[src/logic/upfc_defines.vh]
// constants for the usb port fault, thermal and mode control block
// assumes a 100 MHz core clock and strap codes already digitised
`ifndef UPFC_DEFINES_VH
`define UPFC_DEFINES_VH

// ****************************************
// timing
// ****************************************
`define UPFC_CLK_MHZ        100
`define UPFC_STB_MS         2000
`define UPFC_STB_CYC        (`UPFC_STB_MS * 100000)
`define UPFC_RETRY_US       1000
`define UPFC_RETRY_CYC      (`UPFC_RETRY_US * `UPFC_CLK_MHZ)

// ****************************************
// temperatures in whole degrees c
// ****************************************
`define UPFC_TSD_TRIP       8'd165
`define UPFC_TSD_HYST       8'd10
`define UPFC_TWARN_TRIP     8'd140

// ****************************************
// register offsets
// ****************************************
`define UPFC_A_SETUP1       4'h0
`define UPFC_A_SETUP2       4'h1
`define UPFC_A_ADVERT       4'h2
`define UPFC_A_IRQ1         4'h3
`define UPFC_A_IRQ2         4'h4
`define UPFC_A_MASK1        4'h5
`define UPFC_A_MASK2        4'h6
`define UPFC_A_STATUS       4'h7

// ****************************************
// field positions and reset values
// ****************************************
`define UPFC_IRQ1_UV        0
`define UPFC_IRQ1_STB       1
`define UPFC_IRQ2_WARN      0
`define UPFC_IRQ2_TSD       1
`define UPFC_SETUP2_FLDBK   3
`define UPFC_RST_SETUP1     8'h00
`define UPFC_RST_SETUP2     8'h0B
`define UPFC_RST_ADVERT     8'h01

// ****************************************
// data switch modes
// ****************************************
`define UPFC_MODE_OFF       2'h0
`define UPFC_MODE_SDP       2'h1
`define UPFC_MODE_CDP       2'h2
`define UPFC_MODE_BAD       2'h3

`endif

[src/logic/upfc_timer.v]
// down counter that reports when a loaded delay has elapsed
// assumes load and run come from logic on the same clock
`timescale 1ns/1ps
`include "upfc_defines.vh"

module upfc_timer #(
  parameter WIDTH = 28
) (
  input  wire             i_core_clk,
  input  wire             i_rst_n,
  input  wire             i_ce,
  input  wire             i_load,
  input  wire [WIDTH-1:0] i_count,
  output reg              o_done
);
  reg [WIDTH-1:0] count;

  always @(posedge i_core_clk or negedge i_rst_n) begin
    if (!i_rst_n) begin
      count  <= {WIDTH{1'b0}};
      o_done <= 1'b1;
    end else if (i_ce) begin
      if (i_load) begin
        count  <= i_count;
        o_done <= 1'b0;
      end else if (count != {WIDTH{1'b0}}) begin
        count  <= count - {{(WIDTH-1){1'b0}}, 1'b1};
      end else begin
        o_done <= 1'b1;
      end
    end
  end
endmodule

[src/logic/upfc_sync.v]
// two flip-flop synchroniser for a bus of pin levels
// assumes the inputs are quasi-static or bit independent
`timescale 1ns/1ps

module upfc_sync #(
  parameter WIDTH = 8
) (
  input  wire             i_core_clk,
  input  wire             i_rst_n,
  input  wire             i_ce,
  input  wire [WIDTH-1:0] i_async,
  output reg  [WIDTH-1:0] o_sync
);
  reg [WIDTH-1:0] meta;

  always @(posedge i_core_clk or negedge i_rst_n) begin
    if (!i_rst_n) begin
      meta   <= {WIDTH{1'b0}};
      o_sync <= {WIDTH{1'b0}};
    end else if (i_ce) begin
      meta   <= i_async;
      o_sync <= meta;
    end
  end
endmodule

[src/logic/upfc_ctrl.v]
// usb port protection, thermal and data switch mode control
// assumes analog comparators and strap decoders deliver pin levels
//
// Overview of operation
// - a short to ground or undervoltage resets the converter, raises fault and irq1, then retries after the reset delay.
// - a short to battery shuts the converter, opens the bus gate, raises fault, and raises irq1 only if it starts in the run state.
// - after a short to battery the converter stays off until the fault clears and 2 s pass.
// - above 165 c the device shuts down.
// - it restarts only after cooling 10 c below the trip.
// - crossing 140 c sets the overtemp warning flag in irq2.
// - with foldback on and the warning set the advert drops one step.
// - below the warning threshold the advert returns to the programmed value.
// - foldback touches only the advert, never the bus, mode or current limit.
// - a 3-bit field of setup two picks one of eight current limits.
// - strap variants take the limit from a subset set by strap pin three.
// - a 5-bit field of setup one sets the cable compensation gain.
// - strap variants take gain low bits from strap two and the msb from strap three.
// - enabled without logic supply the data switch mode is invalid.
// - both pass-through sdp and charging downstream cdp modes exist.
// - with charge mode select low and detect select 00 the port starts in pass-through sdp.
`timescale 1ns/1ps
`include "upfc_defines.vh"

module upfc_ctrl #(
  parameter STB_CYCLES   = `UPFC_STB_CYC,
  parameter RETRY_CYCLES = `UPFC_RETRY_CYC,
  parameter STRAP_MODE   = 0
) (
  input  wire       i_core_clk,
  input  wire       i_rst_n,
  input  wire       i_ce,
  input  wire [3:0] i_addr,
  input  wire [7:0] i_wdata,
  input  wire       i_wr,
  input  wire       i_rd,
  output reg  [7:0] o_rdata,
  input  wire       i_short_gnd,
  input  wire       i_undervolt,
  input  wire       i_sense_neg_ov,
  input  wire [7:0] i_die_temp,
  input  wire [3:0] i_strap_pin_two,
  input  wire [3:0] i_strap_pin_three,
  input  wire       i_high_voltage_enable,
  input  wire       i_logic_supply_sense,
  input  wire       i_charge_mode_select,
  input  wire [1:0] i_charge_detect_select,
  input  wire       i_cdp_status,
  output reg        o_converter_en,
  output reg        o_bus_output_gate,
  output reg        o_fault,
  output reg        o_irq,
  output reg  [1:0] o_source_current,
  output reg  [2:0] o_load_current_limit_sel,
  output reg  [4:0] o_cable_gain,
  output reg        o_data_switch_a,
  output reg        o_data_switch_b,
  output reg  [1:0] o_switch_mode
);
  // ****************************************
  // pin synchronisers
  // ****************************************
  wire [7:0]  temp_s;
  wire [3:0]  s2_s;
  wire [3:0]  s3_s;
  wire [8:0]  pin_s;

  upfc_sync #(.WIDTH(8)) u_sync_temp (
    .i_core_clk (i_core_clk),
    .i_rst_n    (i_rst_n),
    .i_ce       (i_ce),
    .i_async    (i_die_temp),
    .o_sync     (temp_s)
  );

  upfc_sync #(.WIDTH(17)) u_sync_pins (
    .i_core_clk (i_core_clk),
    .i_rst_n    (i_rst_n),
    .i_ce       (i_ce),
    .i_async    ({i_strap_pin_two, i_strap_pin_three, i_short_gnd,
                  i_undervolt, i_sense_neg_ov, i_high_voltage_enable,
                  i_logic_supply_sense, i_charge_mode_select,
                  i_charge_detect_select, i_cdp_status}),
    .o_sync     ({s2_s, s3_s, pin_s})
  );

  wire       short_s = pin_s[8] | pin_s[7];
  wire       ov_s    = pin_s[6];
  wire       high_voltage_enable_s  = pin_s[5];
  wire       supp_s  = pin_s[4];
  wire       cms_s   = pin_s[3];
  wire [1:0] cds_s   = pin_s[2:1];
  wire       cdp_s   = pin_s[0];

  // ****************************************
  // registers
  // ****************************************
  reg [7:0] setup1;
  reg [7:0] setup2;
  reg [7:0] advert;
  reg [1:0] irq1;
  reg [1:0] irq2;
  reg [1:0] mask1;
  reg [1:0] mask2;
  reg       thermal_off;
  reg       warn_lvl;
  reg [1:0] strap_cnt;

  // ****************************************
  // fault state machine
  // ****************************************
  localparam ST_RUN   = 2'd0;
  localparam ST_RESET = 2'd1;
  localparam ST_STB   = 2'd2;

  reg  [1:0] state;
  reg  [1:0] next_state;
  reg        tmr_load;
  reg [27:0] tmr_count;
  wire       tmr_done;

  upfc_timer #(.WIDTH(28)) u_timer (
    .i_core_clk (i_core_clk),
    .i_rst_n    (i_rst_n),
    .i_ce       (i_ce),
    .i_load     (tmr_load),
    .i_count    (tmr_count),
    .o_done     (tmr_done)
  );

  always @* begin
    next_state = state;
    tmr_load   = 1'b0;
    tmr_count  = RETRY_CYCLES[27:0];
    case (state)
      ST_RUN: begin
        if (ov_s) begin
          next_state = ST_STB;
          tmr_load   = 1'b1;
          tmr_count  = STB_CYCLES[27:0];
        end else if (short_s) begin
          next_state = ST_RESET;
          tmr_load   = 1'b1;
        end
      end
      ST_RESET: begin
        if (ov_s) begin
          next_state = ST_STB;
          tmr_load   = 1'b1;
          tmr_count  = STB_CYCLES[27:0];
        end else if (tmr_done && !tmr_load) begin
          next_state = ST_RUN;
        end
      end
      ST_STB: begin
        // the 2 s window restarts while the short persists
        if (ov_s) begin
          tmr_load  = 1'b1;
          tmr_count = STB_CYCLES[27:0];
        end else if (tmr_done) begin
          next_state = ST_RUN;
        end
      end
      default: begin
        next_state = ST_RUN;
      end
    endcase
  end

  always @(posedge i_core_clk or negedge i_rst_n) begin
    if (!i_rst_n) begin
      state <= ST_RUN;
    end else if (i_ce) begin
      state <= next_state;
    end
  end

  // ****************************************
  // thermal
  // ****************************************
  always @(posedge i_core_clk or negedge i_rst_n) begin
    if (!i_rst_n) begin
      thermal_off <= 1'b0;
      warn_lvl    <= 1'b0;
    end else if (i_ce) begin
      if (temp_s > `UPFC_TSD_TRIP) begin
        thermal_off <= 1'b1;
      end else if (temp_s <= `UPFC_TSD_TRIP - `UPFC_TSD_HYST) begin
        thermal_off <= 1'b0;
      end
      warn_lvl <= (temp_s > `UPFC_TWARN_TRIP);
    end
  end

  // one step down, lowest setting stays put
  function [1:0] upfc_fold;
    input [1:0] lvl;
    begin
      upfc_fold = (lvl == 2'd0) ? 2'd0 : lvl - 2'd1;
    end
  endfunction

  // ****************************************
  // register bus and interrupt flags
  // ****************************************
  wire       wr_irq1 = i_wr && (i_addr == `UPFC_A_IRQ1);
  wire       wr_irq2 = i_wr && (i_addr == `UPFC_A_IRQ2);
  wire [1:0] ev1     = {(state == ST_RUN) & ov_s,
                        (state == ST_RUN) & short_s & ~ov_s};
  wire       warn_rise = (temp_s > `UPFC_TWARN_TRIP) & ~warn_lvl;
  wire       tsd_rise  = (temp_s > `UPFC_TSD_TRIP) & ~thermal_off;
  wire [1:0] ev2     = {tsd_rise, warn_rise};

  always @(posedge i_core_clk or negedge i_rst_n) begin
    if (!i_rst_n) begin
      setup1     <= `UPFC_RST_SETUP1;
      setup2     <= `UPFC_RST_SETUP2;
      advert     <= `UPFC_RST_ADVERT;
      irq1       <= 2'h0;
      irq2       <= 2'h0;
      mask1      <= 2'h0;
      mask2      <= 2'h0;
      strap_cnt  <= 2'd0;
      o_rdata    <= 8'h00;
    end else if (i_ce) begin
      // straps are caught once, after the syncs hold real pin levels
      if (strap_cnt == 2'd2 && STRAP_MODE != 0) begin
        setup1[3:0] <= s2_s;
        setup1[4]   <= s3_s[2];
        setup2[2:0] <= {s3_s[1:0] == 2'd0 ? 3'd0 :
                        s3_s[1:0] == 2'd1 ? 3'd3 :
                        s3_s[1:0] == 2'd2 ? 3'd5 : 3'd7};
        setup2[`UPFC_SETUP2_FLDBK] <= ~s3_s[3];
        advert[1:0] <= (s3_s[1:0] == 2'd0) ? 2'd0 :
                       (s3_s[1:0] == 2'd3) ? 2'd2 : 2'd1;
      end
      if (strap_cnt != 2'd3) begin
        strap_cnt <= strap_cnt + 2'd1;
      end
      if (i_wr && i_addr == `UPFC_A_SETUP1) begin
        setup1 <= {3'h0, i_wdata[4:0]};
      end
      if (i_wr && i_addr == `UPFC_A_SETUP2) begin
        setup2 <= {4'h0, i_wdata[3:0]};
      end
      if (i_wr && i_addr == `UPFC_A_ADVERT) begin
        advert <= {6'h0, i_wdata[1:0]};
      end
      if (i_wr && i_addr == `UPFC_A_MASK1) begin
        mask1 <= i_wdata[1:0];
      end
      if (i_wr && i_addr == `UPFC_A_MASK2) begin
        mask2 <= i_wdata[1:0];
      end
      // a new event wins over a write-one clear in the same cycle
      irq1 <= (irq1 & ~(wr_irq1 ? i_wdata[1:0] : 2'h0)) | ev1;
      irq2 <= (irq2 & ~(wr_irq2 ? i_wdata[1:0] : 2'h0)) | ev2;
      if (i_rd) begin
        case (i_addr)
          `UPFC_A_SETUP1: o_rdata <= setup1;
          `UPFC_A_SETUP2: o_rdata <= setup2;
          `UPFC_A_ADVERT: o_rdata <= advert;
          `UPFC_A_IRQ1:   o_rdata <= {6'h0, irq1};
          `UPFC_A_IRQ2:   o_rdata <= {6'h0, irq2};
          `UPFC_A_MASK1:  o_rdata <= {6'h0, mask1};
          `UPFC_A_MASK2:  o_rdata <= {6'h0, mask2};
          `UPFC_A_STATUS: o_rdata <= {1'b0, o_switch_mode, warn_lvl,
                                      thermal_off, state, o_fault};
          default:        o_rdata <= 8'h00;
        endcase
      end else begin
        o_rdata <= 8'h00;
      end
    end
  end

  // ****************************************
  // outputs and data switch mode
  // ****************************************
  reg [1:0] next_mode;

  always @* begin
    if (!high_voltage_enable_s) begin
      next_mode = `UPFC_MODE_OFF;
    end else if (!supp_s) begin
      next_mode = `UPFC_MODE_BAD;
    end else if (cms_s || cds_s[0]) begin
      next_mode = `UPFC_MODE_CDP;
    end else if (cds_s == 2'b00) begin
      next_mode = `UPFC_MODE_SDP;
    end else begin
      next_mode = `UPFC_MODE_BAD;
    end
  end

  always @(posedge i_core_clk or negedge i_rst_n) begin
    if (!i_rst_n) begin
      o_converter_en           <= 1'b0;
      o_bus_output_gate        <= 1'b0;
      o_fault                  <= 1'b0;
      o_irq                    <= 1'b0;
      o_source_current         <= 2'h0;
      o_load_current_limit_sel <= 3'h0;
      o_cable_gain             <= 5'h00;
      o_data_switch_a          <= 1'b0;
      o_data_switch_b          <= 1'b0;
      o_switch_mode            <= `UPFC_MODE_OFF;
    end else if (i_ce) begin
      o_converter_en    <= (next_state == ST_RUN) && !thermal_off;
      o_bus_output_gate <= (next_state != ST_STB);
      o_fault           <= (next_state != ST_RUN);
      o_irq             <= |(irq1 & mask1) | |(irq2 & mask2);
      // foldback only steers the advert, never limit or mode
      o_source_current  <= (setup2[`UPFC_SETUP2_FLDBK] && warn_lvl) ?
                           upfc_fold(advert[1:0]) : advert[1:0];
      o_load_current_limit_sel <= setup2[2:0];
      o_cable_gain      <= setup1[4:0];
      o_switch_mode     <= next_mode;
      o_data_switch_a   <= (next_mode == `UPFC_MODE_SDP) ||
                           (next_mode == `UPFC_MODE_CDP && !cdp_s);
      o_data_switch_b   <= (next_mode == `UPFC_MODE_CDP) && cdp_s;
    end
  end
endmodule

[config.mk]
export PLATFORM = sky130hd
export DESIGN_NAME = upfc_ctrl
export DESIGN_NICKNAME = d
export VERILOG_FILES = /design/src/logic/upfc_timer.v /design/src/logic/upfc_sync.v /design/src/logic/upfc_ctrl.v
export VERILOG_INCLUDE_DIRS = /design/src /design/src/logic
export SDC_FILE = /design/constraint.sdc
export NUM_CORES = 1
export LEC_CHECK = 0
export BUFFER_PORTS_ARGS = -buffer_cell sky130_fd_sc_hd__buf_2
export CAP_MARGIN = 0
export CORE_MARGIN = 8
export CORE_UTILIZATION = 45
export CTS_BUF_LIST = sky130_fd_sc_hd__clkbuf_8
export DETAILED_ROUTE_END_ITERATION = 8
export PLACE_DENSITY = 0.64
export SETUP_SLACK_MARGIN = 0.2
export SLEW_MARGIN = 20
export SYNTH_ARGS = -nofsm -noshare
export SYNTH_HDL_FRONTEND = slang
export SYNTH_SLANG_ARGS = --single-unit
export TNS_END_PERCENT = 100
[constraint.sdc]
create_clock -name i_core_clk -period 4.6 [get_ports i_core_clk]
set_input_delay 0.92 -clock i_core_clk [delete_from_list [all_inputs] [get_ports i_core_clk]]
set_output_delay 0.92 -clock i_core_clk [all_outputs]
set_load 0.03 [all_outputs]
==> flow_summary.json, run 1 <==
{
  "status": "complete, no violations",
  "clk_path_buf_depth": 2,
  "grt_overflow": 0,
  "cts.repair.resized": 0,
  "post_cts_buffers": 0,
  "worstHoldStart": "u_timer.o_done$_DFFE_PN1P_",
  "hpwlAfterDp_mm": 8.59,
  "drt_iter0_markers": 276,
  "critical_path_class": "register to register",
  "grt_pass1_vias": 4101,
  "worstPathRequired_ns": 4.90,
  "hold_end": "u_timer.o_done$_DFFE_PN1P_",
  "fin_crit_sh": 0.607,
  "critPathMaxFanout": 16,
  "grt.total_usage": 0.159,
  "syn-num-nets": 525,
  "cts_sinks": 111,
  "cp-end-kind": "register",
  "netlist-cell-type-count": 65,
  "antenna_found_initial": 0,
  "cts_buffers": 9,
  "skew_ns": 0.0106,
  "timing.rr.start": "state[1]$_DFFE_PN0P_",
  "grt_pass1_wl_mm": 20.6,
  "clock.fmax_mhz": 358,
  "dp.cells": 659,
  "syn_avg_cell_area_um2": 11.3,
  "via_per_inst": 5.92,
  "clk_latency_ns": 0.39,
  "hold_path_depth": 2,
  "vdd_ir_drop_max_mv": 0.240,
  "ctsHtreeMaxLevel": 3,
  "finalPower_mw": 2.96,
  "postCtsHoldBufs": 0,
  "drv_slew": 0,
  "synth_warnings": 0,
  "layout_common_cells": "dfrtp_1 (106), mux2_2 (58), buf_2 (54)",
  "reg2reg_depth": 7,
  "routedWlPerCell_um": 17.9,
  "fin_crit_ns": 2.79,
  "gp_congestion": 0.794,
  "drcViolationCount": 0,
  "postRouteWirelength_mm": 12.1,
  "initial_core_util": 0.454,
  "dpl-instance-area_um2": 5790,
  "port_buffers": 55,
  "dieArea_um2": 15700,
  "nets": 571,
  "grt_max_degree": 44,
  "areaGrowthSynthToFinish_pct": 10.7,
  "drv_cap": 0,
  "report.final.hold_viol_count": 0,
  "hold_slack_ns": 0.489,
  "die_y_um": 125,
  "layout_commonest_cell": "dfrtp_1",
  "place_ws_ns": 1.86,
  "path_clk_slew_ns": 0.10,
  "fin_ws_ns": 1.81,
  "drive_above_1_share": 0.292,
  "arrival_ns": 3.10,
  "r2r-end": "u_timer.count[26]$_DFFE_PN0P_",
  "fin_area_um2": 5970,
  "finalSetupViolations": 0,
  "worst_pin_slew_ns": 0.942,
  "startpoint_type": "register",
  "fillCellCount": 1054,
  "dr_total_vias": 3996,
  "ff2ff_setup_slack_ns": 1.81,
  "p_leak_nw": 2.51,
  "layout.cells.non_filler": 675,
  "ys_ff_latch": 111,
  "ys_seq_area_frac": 0.516,
  "async_reset_ff_frac": 1.00,
  "ant_nets": 0,
  "cts_root_buffer": "clkbuf_8",
  "hp-class": "register to register",
  "antenna_cells": 0,
  "ys.flop_type": "dfrtp_1",
  "cts_tree": "yes",
  "worst_slew_margin_rel": 0.372,
  "fin_setup_tns_ns": 0,
  "powerDensity_nw_per_um2": 496,
  "ios": 68,
  "post-route-util": 0.503,
  "synth_edf_count": 0,
  "synthesis.area_um2": 5390,
  "die_w_um": 125,
  "rsz0062_at_grt": "false",
  "std_cell_rows": 40,
  "core_area_um2": 11900,
  "syn_inst": 477,
  "drt_pre_antenna_iters": 4
}
## kinds of logic after synthesis
family                   after synthesis  share of synthesized area
adder cells (fa/ha/maj)                6                     0.0139
flip-flops                           111                      0.516
AO/OA/AOI/OAI                        121                      0.162
other                                  1                   0.000696
AND/OR/NAND/NOR                      136                      0.140
buffers and inverters                 37                     0.0281
multiplexers                          65                      0.139
## layout make-up
class	instances	area, um^2	share of cell area
well taps	147	184	0.0308
clock buffers	9	124	0.0208
clock inverters	7	51.3	0.00860
flip-flops and latches	111	2780	0.467
repair buffers	61	323	0.0541
inverters	11	41.3	0.00692
multi-input cells	329	2460	0.412
## state kept, by name (all words and copies together), names as in the netlist, 3 cells and up
name	cells
u_sync_pins.meta	9
o_load_current_limit_sel	3
u_sync_pins.o_sync	9
u_sync_temp.meta	8
u_timer.count	28
o_cable_gain	5
u_sync_temp.o_sync	8
setup2	4
setup1	5
o_rdata	7
## synthesized netlist by cell type (7+ instances only)
cell	n	area [um^2]
a21oi_1	18	90.1
inv_1	10	37.5
nor2_1	29	109
nor4_1	9	56.3
o211ai_1	7	52.6
nor3_1	13	65.1
clkbuf_1	21	78.8
o21ai_1	7	35.0
mux2_2	58	653
o21ai_0	20	100
dfrtp_1	106	2650
nand3_1	9	45.0
or4_1	7	52.6
o2bb2ai_1	16	140
nand2_1	29	109
## critical path, cell delays in order, from the launching register on
cell	delay, ns
dfrtp_1	0.46
inv_1	0.11
ha_1	0.27
o21ai_1	0.36
o221ai_2	0.23
o41ai_4	0.90
o21ai_0	0.21
a21boi_1	0.17
## per-layer routing
layer	share of wire	vias up	wire, um	global-route usage
li1	-	1885	-	-
met1	0.45	1991	5480	0.199
met2	0.49	102	5860	0.263
met3	0.037	18	451	0.0285
met4	0.021	0	254	0.0752
met5	0	-	0	0
## power by group
group,switching [mW],internal (mW)
logic,0.610,0.397
clock network,0.347,0.202
registers,0.206,1.19
total,1.16,1.79
## how the worst max path moves through the flow
stage	depth (start not counted)	endpoint	startpoint
3_5_place_dp	7	u_timer.count[26]$_DFFE_PN0P_	state[1]$_DFFE_PN0P_
3_3_place_gp	5	setup1[2]$_DFFE_PN0P_	i_ce
5_1_grt	7	u_timer.count[26]$_DFFE_PN0P_	state[1]$_DFFE_PN0P_
4_1_cts	7	u_timer.count[26]$_DFFE_PN0P_	state[1]$_DFFE_PN0P_
2_1_floorplan	5	u_timer.count[19]$_DFFE_PN0P_	i_ce
6_report	7	u_timer.count[26]$_DFFE_PN0P_	state[1]$_DFFE_PN0P_
Note: power is estimated with default switching activity, not from simulation.
==> run 2, diff against run 1 <==
==> constraint.sdc (replaced) <==
create_clock -name i_core_clk -period 2.9 [get_ports i_core_clk]
set_input_delay 0.58 -clock i_core_clk [delete_from_list [all_inputs] [get_ports i_core_clk]]
set_output_delay 0.58 -clock i_core_clk [all_outputs]
set_load 0.03 [all_outputs]
==> flow_summary.json, run 2 (same netlist as run 1, synthesis figures left out) <==
{
  "status": "complete, no violations",
  "skew_ns": 0.0171,
  "drv_cap": 0,
  "antenna_cells": 0,
  "ctsHtreeMaxLevel": 3,
  "dp.cells": 666,
  "arrival_ns": 2.70,
  "p_leak_nw": 2.56,
  "areaGrowthSynthToFinish_pct": 12.8,
  "grt.total_usage": 0.159,
  "regMostFlops": "u_timer.count",
  "critical_path_class": "register to register",
  "die_w_um": 125,
  "grt_max_degree": 53,
  "drv_slew": 0,
  "hp-class": "input port to asynchronous set/reset pin",
  "path_clk_slew_ns": 0.12,
  "grt_pass1_vias": 4093,
  "clk_path_buf_depth": 2,
  "fin_setup_tns_ns": 0,
  "startpoint_type": "register",
  "cts_buffers": 9,
  "report.final.hold_viol_count": 0,
  "ios": 68,
  "std_cell_rows": 40,
  "routedWlPerCell_um": 17.9,
  "gp_congestion": 0.793,
  "antenna_found_initial": 0,
  "rsz0062_at_grt": "false",
  "crit_path_end": "u_timer.count[15]$_DFFE_PN0P_",
  "fin_crit_ns": 2.44,
  "initial_core_util": 0.454,
  "core_area_um2": 11900,
  "dr_total_vias": 4043,
  "via_per_inst": 5.92,
  "layout_commonest_cell": "dfrtp_1",
  "port_buffers": 55,
  "layout_common_cells": "dfrtp_1 (106), mux2_2 (58), buf_2 (54)",
  "drive_above_1_share": 0.304,
  "clk_latency_ns": 0.39,
  "dieArea_um2": 15700,
  "postRouteWirelength_mm": 12.2,
  "cp-end-kind": "register",
  "timing.rr.start": "state[0]$_DFFE_PN0P_",
  "r2r-end": "u_timer.count[15]$_DFFE_PN0P_",
  "top_regs": "u_timer.count x28, u_sync_pins.meta x9, u_sync_pins.o_sync x9",
  "vdd_ir_drop_max_mv": 0.580,
  "worstPathRequired_ns": 3.16,
  "reg2reg_depth": 7,
  "worst_pin_slew_ns": 0.677,
  "ant_nets": 0,
  "drt_iter0_markers": 255,
  "cts_tree": "yes",
  "fin_crit_sh": 0.842,
  "drcViolationCount": 0,
  "cts_root_buffer": "clkbuf_8",
  "grt_pass1_wl_mm": 20.6,
  "postCtsHoldBufs": 0,
  "die_y_um": 125,
  "clock.fmax_mhz": 410,
  "grt_overflow": 0,
  "critPathLaunch": "state[0]$_DFFE_PN0P_",
  "nets": 579,
  "drt_pre_antenna_iters": 4,
  "powerDensity_nw_per_um2": 803,
  "ff2ff_setup_slack_ns": 0.46,
  "hpwlAfterDp_mm": 8.59,
  "largest_reg_flops": 28,
  "critPathMaxFanout": 9,
  "layout.cells.non_filler": 683,
  "cts_sinks": 111,
  "finalSetupViolations": 0,
  "worst_slew_margin_rel": 0.548
}
run 2: cell types whose count changed in the layout (fill, tap and decap cells not counted), sizes merged:
cell / change
clkinvlp: -1
buf: +8
inv: -1
bufinv: +1
clkinv: +1
run 2: worst min-delay path by stage:
| stage | endpoint | slack [ns] | cells past startpoint |
|---|---|---|---|
| 6_report | u_timer.count[12]$_DFFE_PN0P_ | 0.20 | 1 |
| 5_1_grt | u_timer.count[12]$_DFFE_PN0P_ | 0.26 | 1 |
| 4_1_cts | u_timer.count[12]$_DFFE_PN0P_ | 0.23 | 1 |
| 3_5_place_dp | o_rdata[0]$_DFFE_PN0P_ | 0.47 | 1 |
| 3_3_place_gp | u_timer.o_done$_DFFE_PN1P_ | 0.47 | 2 |
| 2_1_floorplan | advert[1]$_DFFE_PN0P_ | 0.28 | 0 |
run 2: per-stage QoR:
stage	setup WS [ns]	instance area [um^2]	hold WS, ns	power [mW]	utilization
2_1_floorplan	0.565	5390	0.284	3.38	-
3_3_place_gp	0.436	5850	0.468	3.82	0.493
3_5_place_dp	0.336	5850	0.471	3.88	0.493
4_1_cts	0.317	6070	0.229	4.90	0.512
5_1_grt	0.304	6080	0.264	5.20	0.513
6_report	0.460	6080	0.199	4.88	0.513
run 2: where the power goes:
part	internal (mW)	switching, mW	total, mW
Clock	0.427	0.583	1.01
Sequential	1.89	0.326	2.22
Combinational	0.668	0.984	1.65
run 2: critical path, stage by stage, from the launching register on:
cell	delay [ns]
dfrtp_1	0.44
inv_1	0.11
ha_1	0.31
o21ai_2	0.24
o221ai_2	0.19
or4_4	0.66
a311oi_1	0.30
a311oi_1	0.08
run 2: area by class of cell:
class	instances	area, um^2
multi-input cells	329	2460
flip-flops and latches	111	2780
clock buffers	9	124
repair buffers	69	395
clock inverters	7	95.1
inverters	11	41.3
fillers	1068	5780
well taps	147	184
run 2: per-layer routing:
| metal | global-route usage | part of all wire | up-vias |
|---|---|---|---|
| met5 | 0 | 0 | - |
| met4 | 0.0408 | 0.011 | 0 |
| met3 | 0.0472 | 0.048 | 12 |
| met2 | 0.255 | 0.48 | 106 |
| met1 | 0.205 | 0.46 | 2016 |
| li1 | - | - | 1909 |
run 2: what timing repair did:
action / CTS / global route
buffers inserted: 0 / 1
endpoints found under the setup margin: 0 / 3
gates resized for setup: 0 / 1
==> run 3, diff against run 2 <==
--- a/config.mk
+++ b/config.mk
@@ -12,7 +12,7 @@
 export CORE_UTILIZATION = 45
 export CTS_BUF_LIST = sky130_fd_sc_hd__clkbuf_8
 export DETAILED_ROUTE_END_ITERATION = 8
-export PLACE_DENSITY = 0.64
+export PLACE_DENSITY = 0.66
 export SETUP_SLACK_MARGIN = 0.2
 export SLEW_MARGIN = 20
 export SYNTH_ARGS = -nofsm -noshare
==> constraint.sdc (replaced) <==
create_clock -name i_core_clk -period 2.1 [get_ports i_core_clk]
set_input_delay 0.42 -clock i_core_clk [delete_from_list [all_inputs] [get_ports i_core_clk]]
set_output_delay 0.42 -clock i_core_clk [all_outputs]
set_load 0.03 [all_outputs]
==> flow_summary.json, run 3 (same netlist as run 1, synthesis figures left out) <==
{
  "antenna_found_initial": 0,
  "status": "finished with violations",
  "cts_buffers": 9,
  "cts_root_buffer": "clkbuf_8",
  "drt_iter0_markers": 206,
  "dieArea_um2": 15700,
  "ff2ff_setup_slack_ns": -0.02,
  "hpwlAfterDp_mm": 8.99,
  "die_y_um": 125,
  "initial_core_util": 0.454,
  "worst_slew_margin_rel": 0.667,
  "violations": "setup timing",
  "drcViolationCount": 0,
  "die_w_um": 125,
  "dp.cells": 701,
  "nets": 639,
  "top_regs": "u_timer.count x28, u_sync_pins.meta x9, u_sync_pins.o_sync x9",
  "grt_overflow": 0,
  "gp_congestion": 0.833,
  "ctsHtreeMaxLevel": 3,
  "grt_pass1_wl_mm": 22.3,
  "report.final.hold_viol_count": 0,
  "place_ws_ns": -0.0448,
  "timing.rr.start": "state[1]$_DFFE_PN0P_",
  "r2r-end": "u_timer.count[11]$_DFFE_PN0P_",
  "largest_reg_flops": 28,
  "drv_slew": 0,
  "vdd_ir_drop_max_mv": 0.677,
  "layout_commonest_cell": "dfrtp_1",
  "cp-end-kind": "register",
  "layout.cells.non_filler": 742,
  "p_leak_nw": 2.93,
  "clk_path_buf_depth": 2,
  "ios": 68,
  "powerDensity_nw_per_um2": 1120,
  "grt.total_usage": 0.173,
  "routedWlPerCell_um": 18.1,
  "core_area_um2": 11900,
  "via_per_inst": 5.82,
  "path_clk_slew_ns": 0.11,
  "hp-class": "input port to asynchronous set/reset pin",
  "fin_crit_sh": 1.01,
  "fin_ws_ns": -0.0195,
  "ant_nets": 0,
  "critical_path_class": "register to register",
  "regMostFlops": "u_timer.count",
  "areaGrowthSynthToFinish_pct": 28.0,
  "grt_max_degree": 68,
  "cts_tree": "yes",
  "reg2reg_depth": 7,
  "fin_crit_ns": 2.12,
  "critPathMaxFanout": 6,
  "worstPathRequired_ns": 2.39,
  "arrival_ns": 2.41,
  "clock.fmax_mhz": 472,
  "port_buffers": 55,
  "fin_area_um2": 6900,
  "std_cell_rows": 40,
  "rsz0062_at_grt": "true",
  "cts_sinks": 111,
  "layout_common_cells": "dfrtp_1 (105), mux2_2 (58), buf_4 (55)",
  "grt_pass1_vias": 4424,
  "clk_latency_ns": 0.39,
  "dpl-instance-area_um2": 6200,
  "antenna_cells": 0,
  "finalSetupViolations": 3,
  "dr_total_vias": 4317,
  "drv_cap": 0,
  "worst_pin_slew_ns": 0.496,
  "skew_ns": 0.0101,
  "drt_pre_antenna_iters": 4,
  "postRouteWirelength_mm": 13.4,
  "startpoint_type": "register",
  "hold_slack_ns": 0.000117,
  "drive_above_1_share": 0.447
}
## run 3: cell types whose count changed in the layout (fill, tap and decap cells not counted), moves of 5 or more
cell / delta
buf_6: +12
o2bb2ai_2: +5
a21oi_1: -5
o2bb2ai_1: -5
buf_4: +41
buf_12: +5
## run 3: critical path: stages, from the launching register on
cell      delay, ns
dfrtp_1        0.42
inv_2          0.09
ha_4           0.21
o21ai_4        0.15
o221ai_4       0.17
or4_4          0.60
a22o_1         0.20
a31o_1         0.18
## run 3: area by class of cell
cell class	instances	area [um^2]
Fill cell	974	4960
Sequential cell	111	2790
Multi-Input combinational cell	330	2760
Timing Repair Buffer	128	953
Tap cell	147	184
Clock buffer	9	124
Clock inverter	6	55.1
Inverter	11	41.3
## run 3: timing repair
item | CTS | global route
hold buffers | 0 | 0
pin swaps | 21 | 12
resized for setup | 39 | 26
buffers inserted | 19 | 6
endpoints found under the setup margin | 29 | 32
cloned | 1 | 0
hold endpoints to repair | 0 | 0
## run 3: power by group
part / switching [mW] / leakage [nW] / total, mW / internal [mW]
combinational: 1.86 / 1.49 / 3.47 / 1.61
clock: 0.781 / 0.0910 / 1.23 / 0.450
sequential: 0.437 / 1.34 / 3.06 / 2.62
## run 3: metal layers
layer	up-vias	routed length, um	track usage
li1	2028	-	-
met1	2176	5720	0.211
met2	100	6890	0.291
met3	13	638	0.0476
met4	0	187	0.0509
met5	-	0	0
## run 3: how the worst max path moves through the flow
stage / from / endpoint / slack, ns / cells past startpoint
2_1_floorplan: state[1]$_DFFE_PN0P_ / u_timer.count[11]$_DFFE_PN0P_ / -0.07 / 8
3_3_place_gp: state[0]$_DFFE_PN0P_ / u_timer.count[11]$_DFFE_PN0P_ / -0.03 / 8
3_5_place_dp: u_timer.count[14]$_DFFE_PN0P_ / u_timer.count[15]$_DFFE_PN0P_ / -0.04 / 5
4_1_cts: state[1]$_DFFE_PN0P_ / u_timer.count[11]$_DFFE_PN0P_ / -0.007 / 7
5_1_grt: state[0]$_DFFE_PN0P_ / u_timer.count[4]$_DFFE_PN0P_ / -0.12 / 8
6_report: state[1]$_DFFE_PN0P_ / u_timer.count[11]$_DFFE_PN0P_ / -0.02 / 7
## run 3: per-stage QoR
step,total power [mW],setup TNS (ns),utilization
after CTS,7.51,-0.00698,0.568
final,7.75,-0.0359,0.582
after global placement,5.78,-0.0261,0.523
after detailed placement,5.90,-0.123,0.523
after floorplan,4.80,-0.126,-
after global routing,8.22,-1.02,0.582
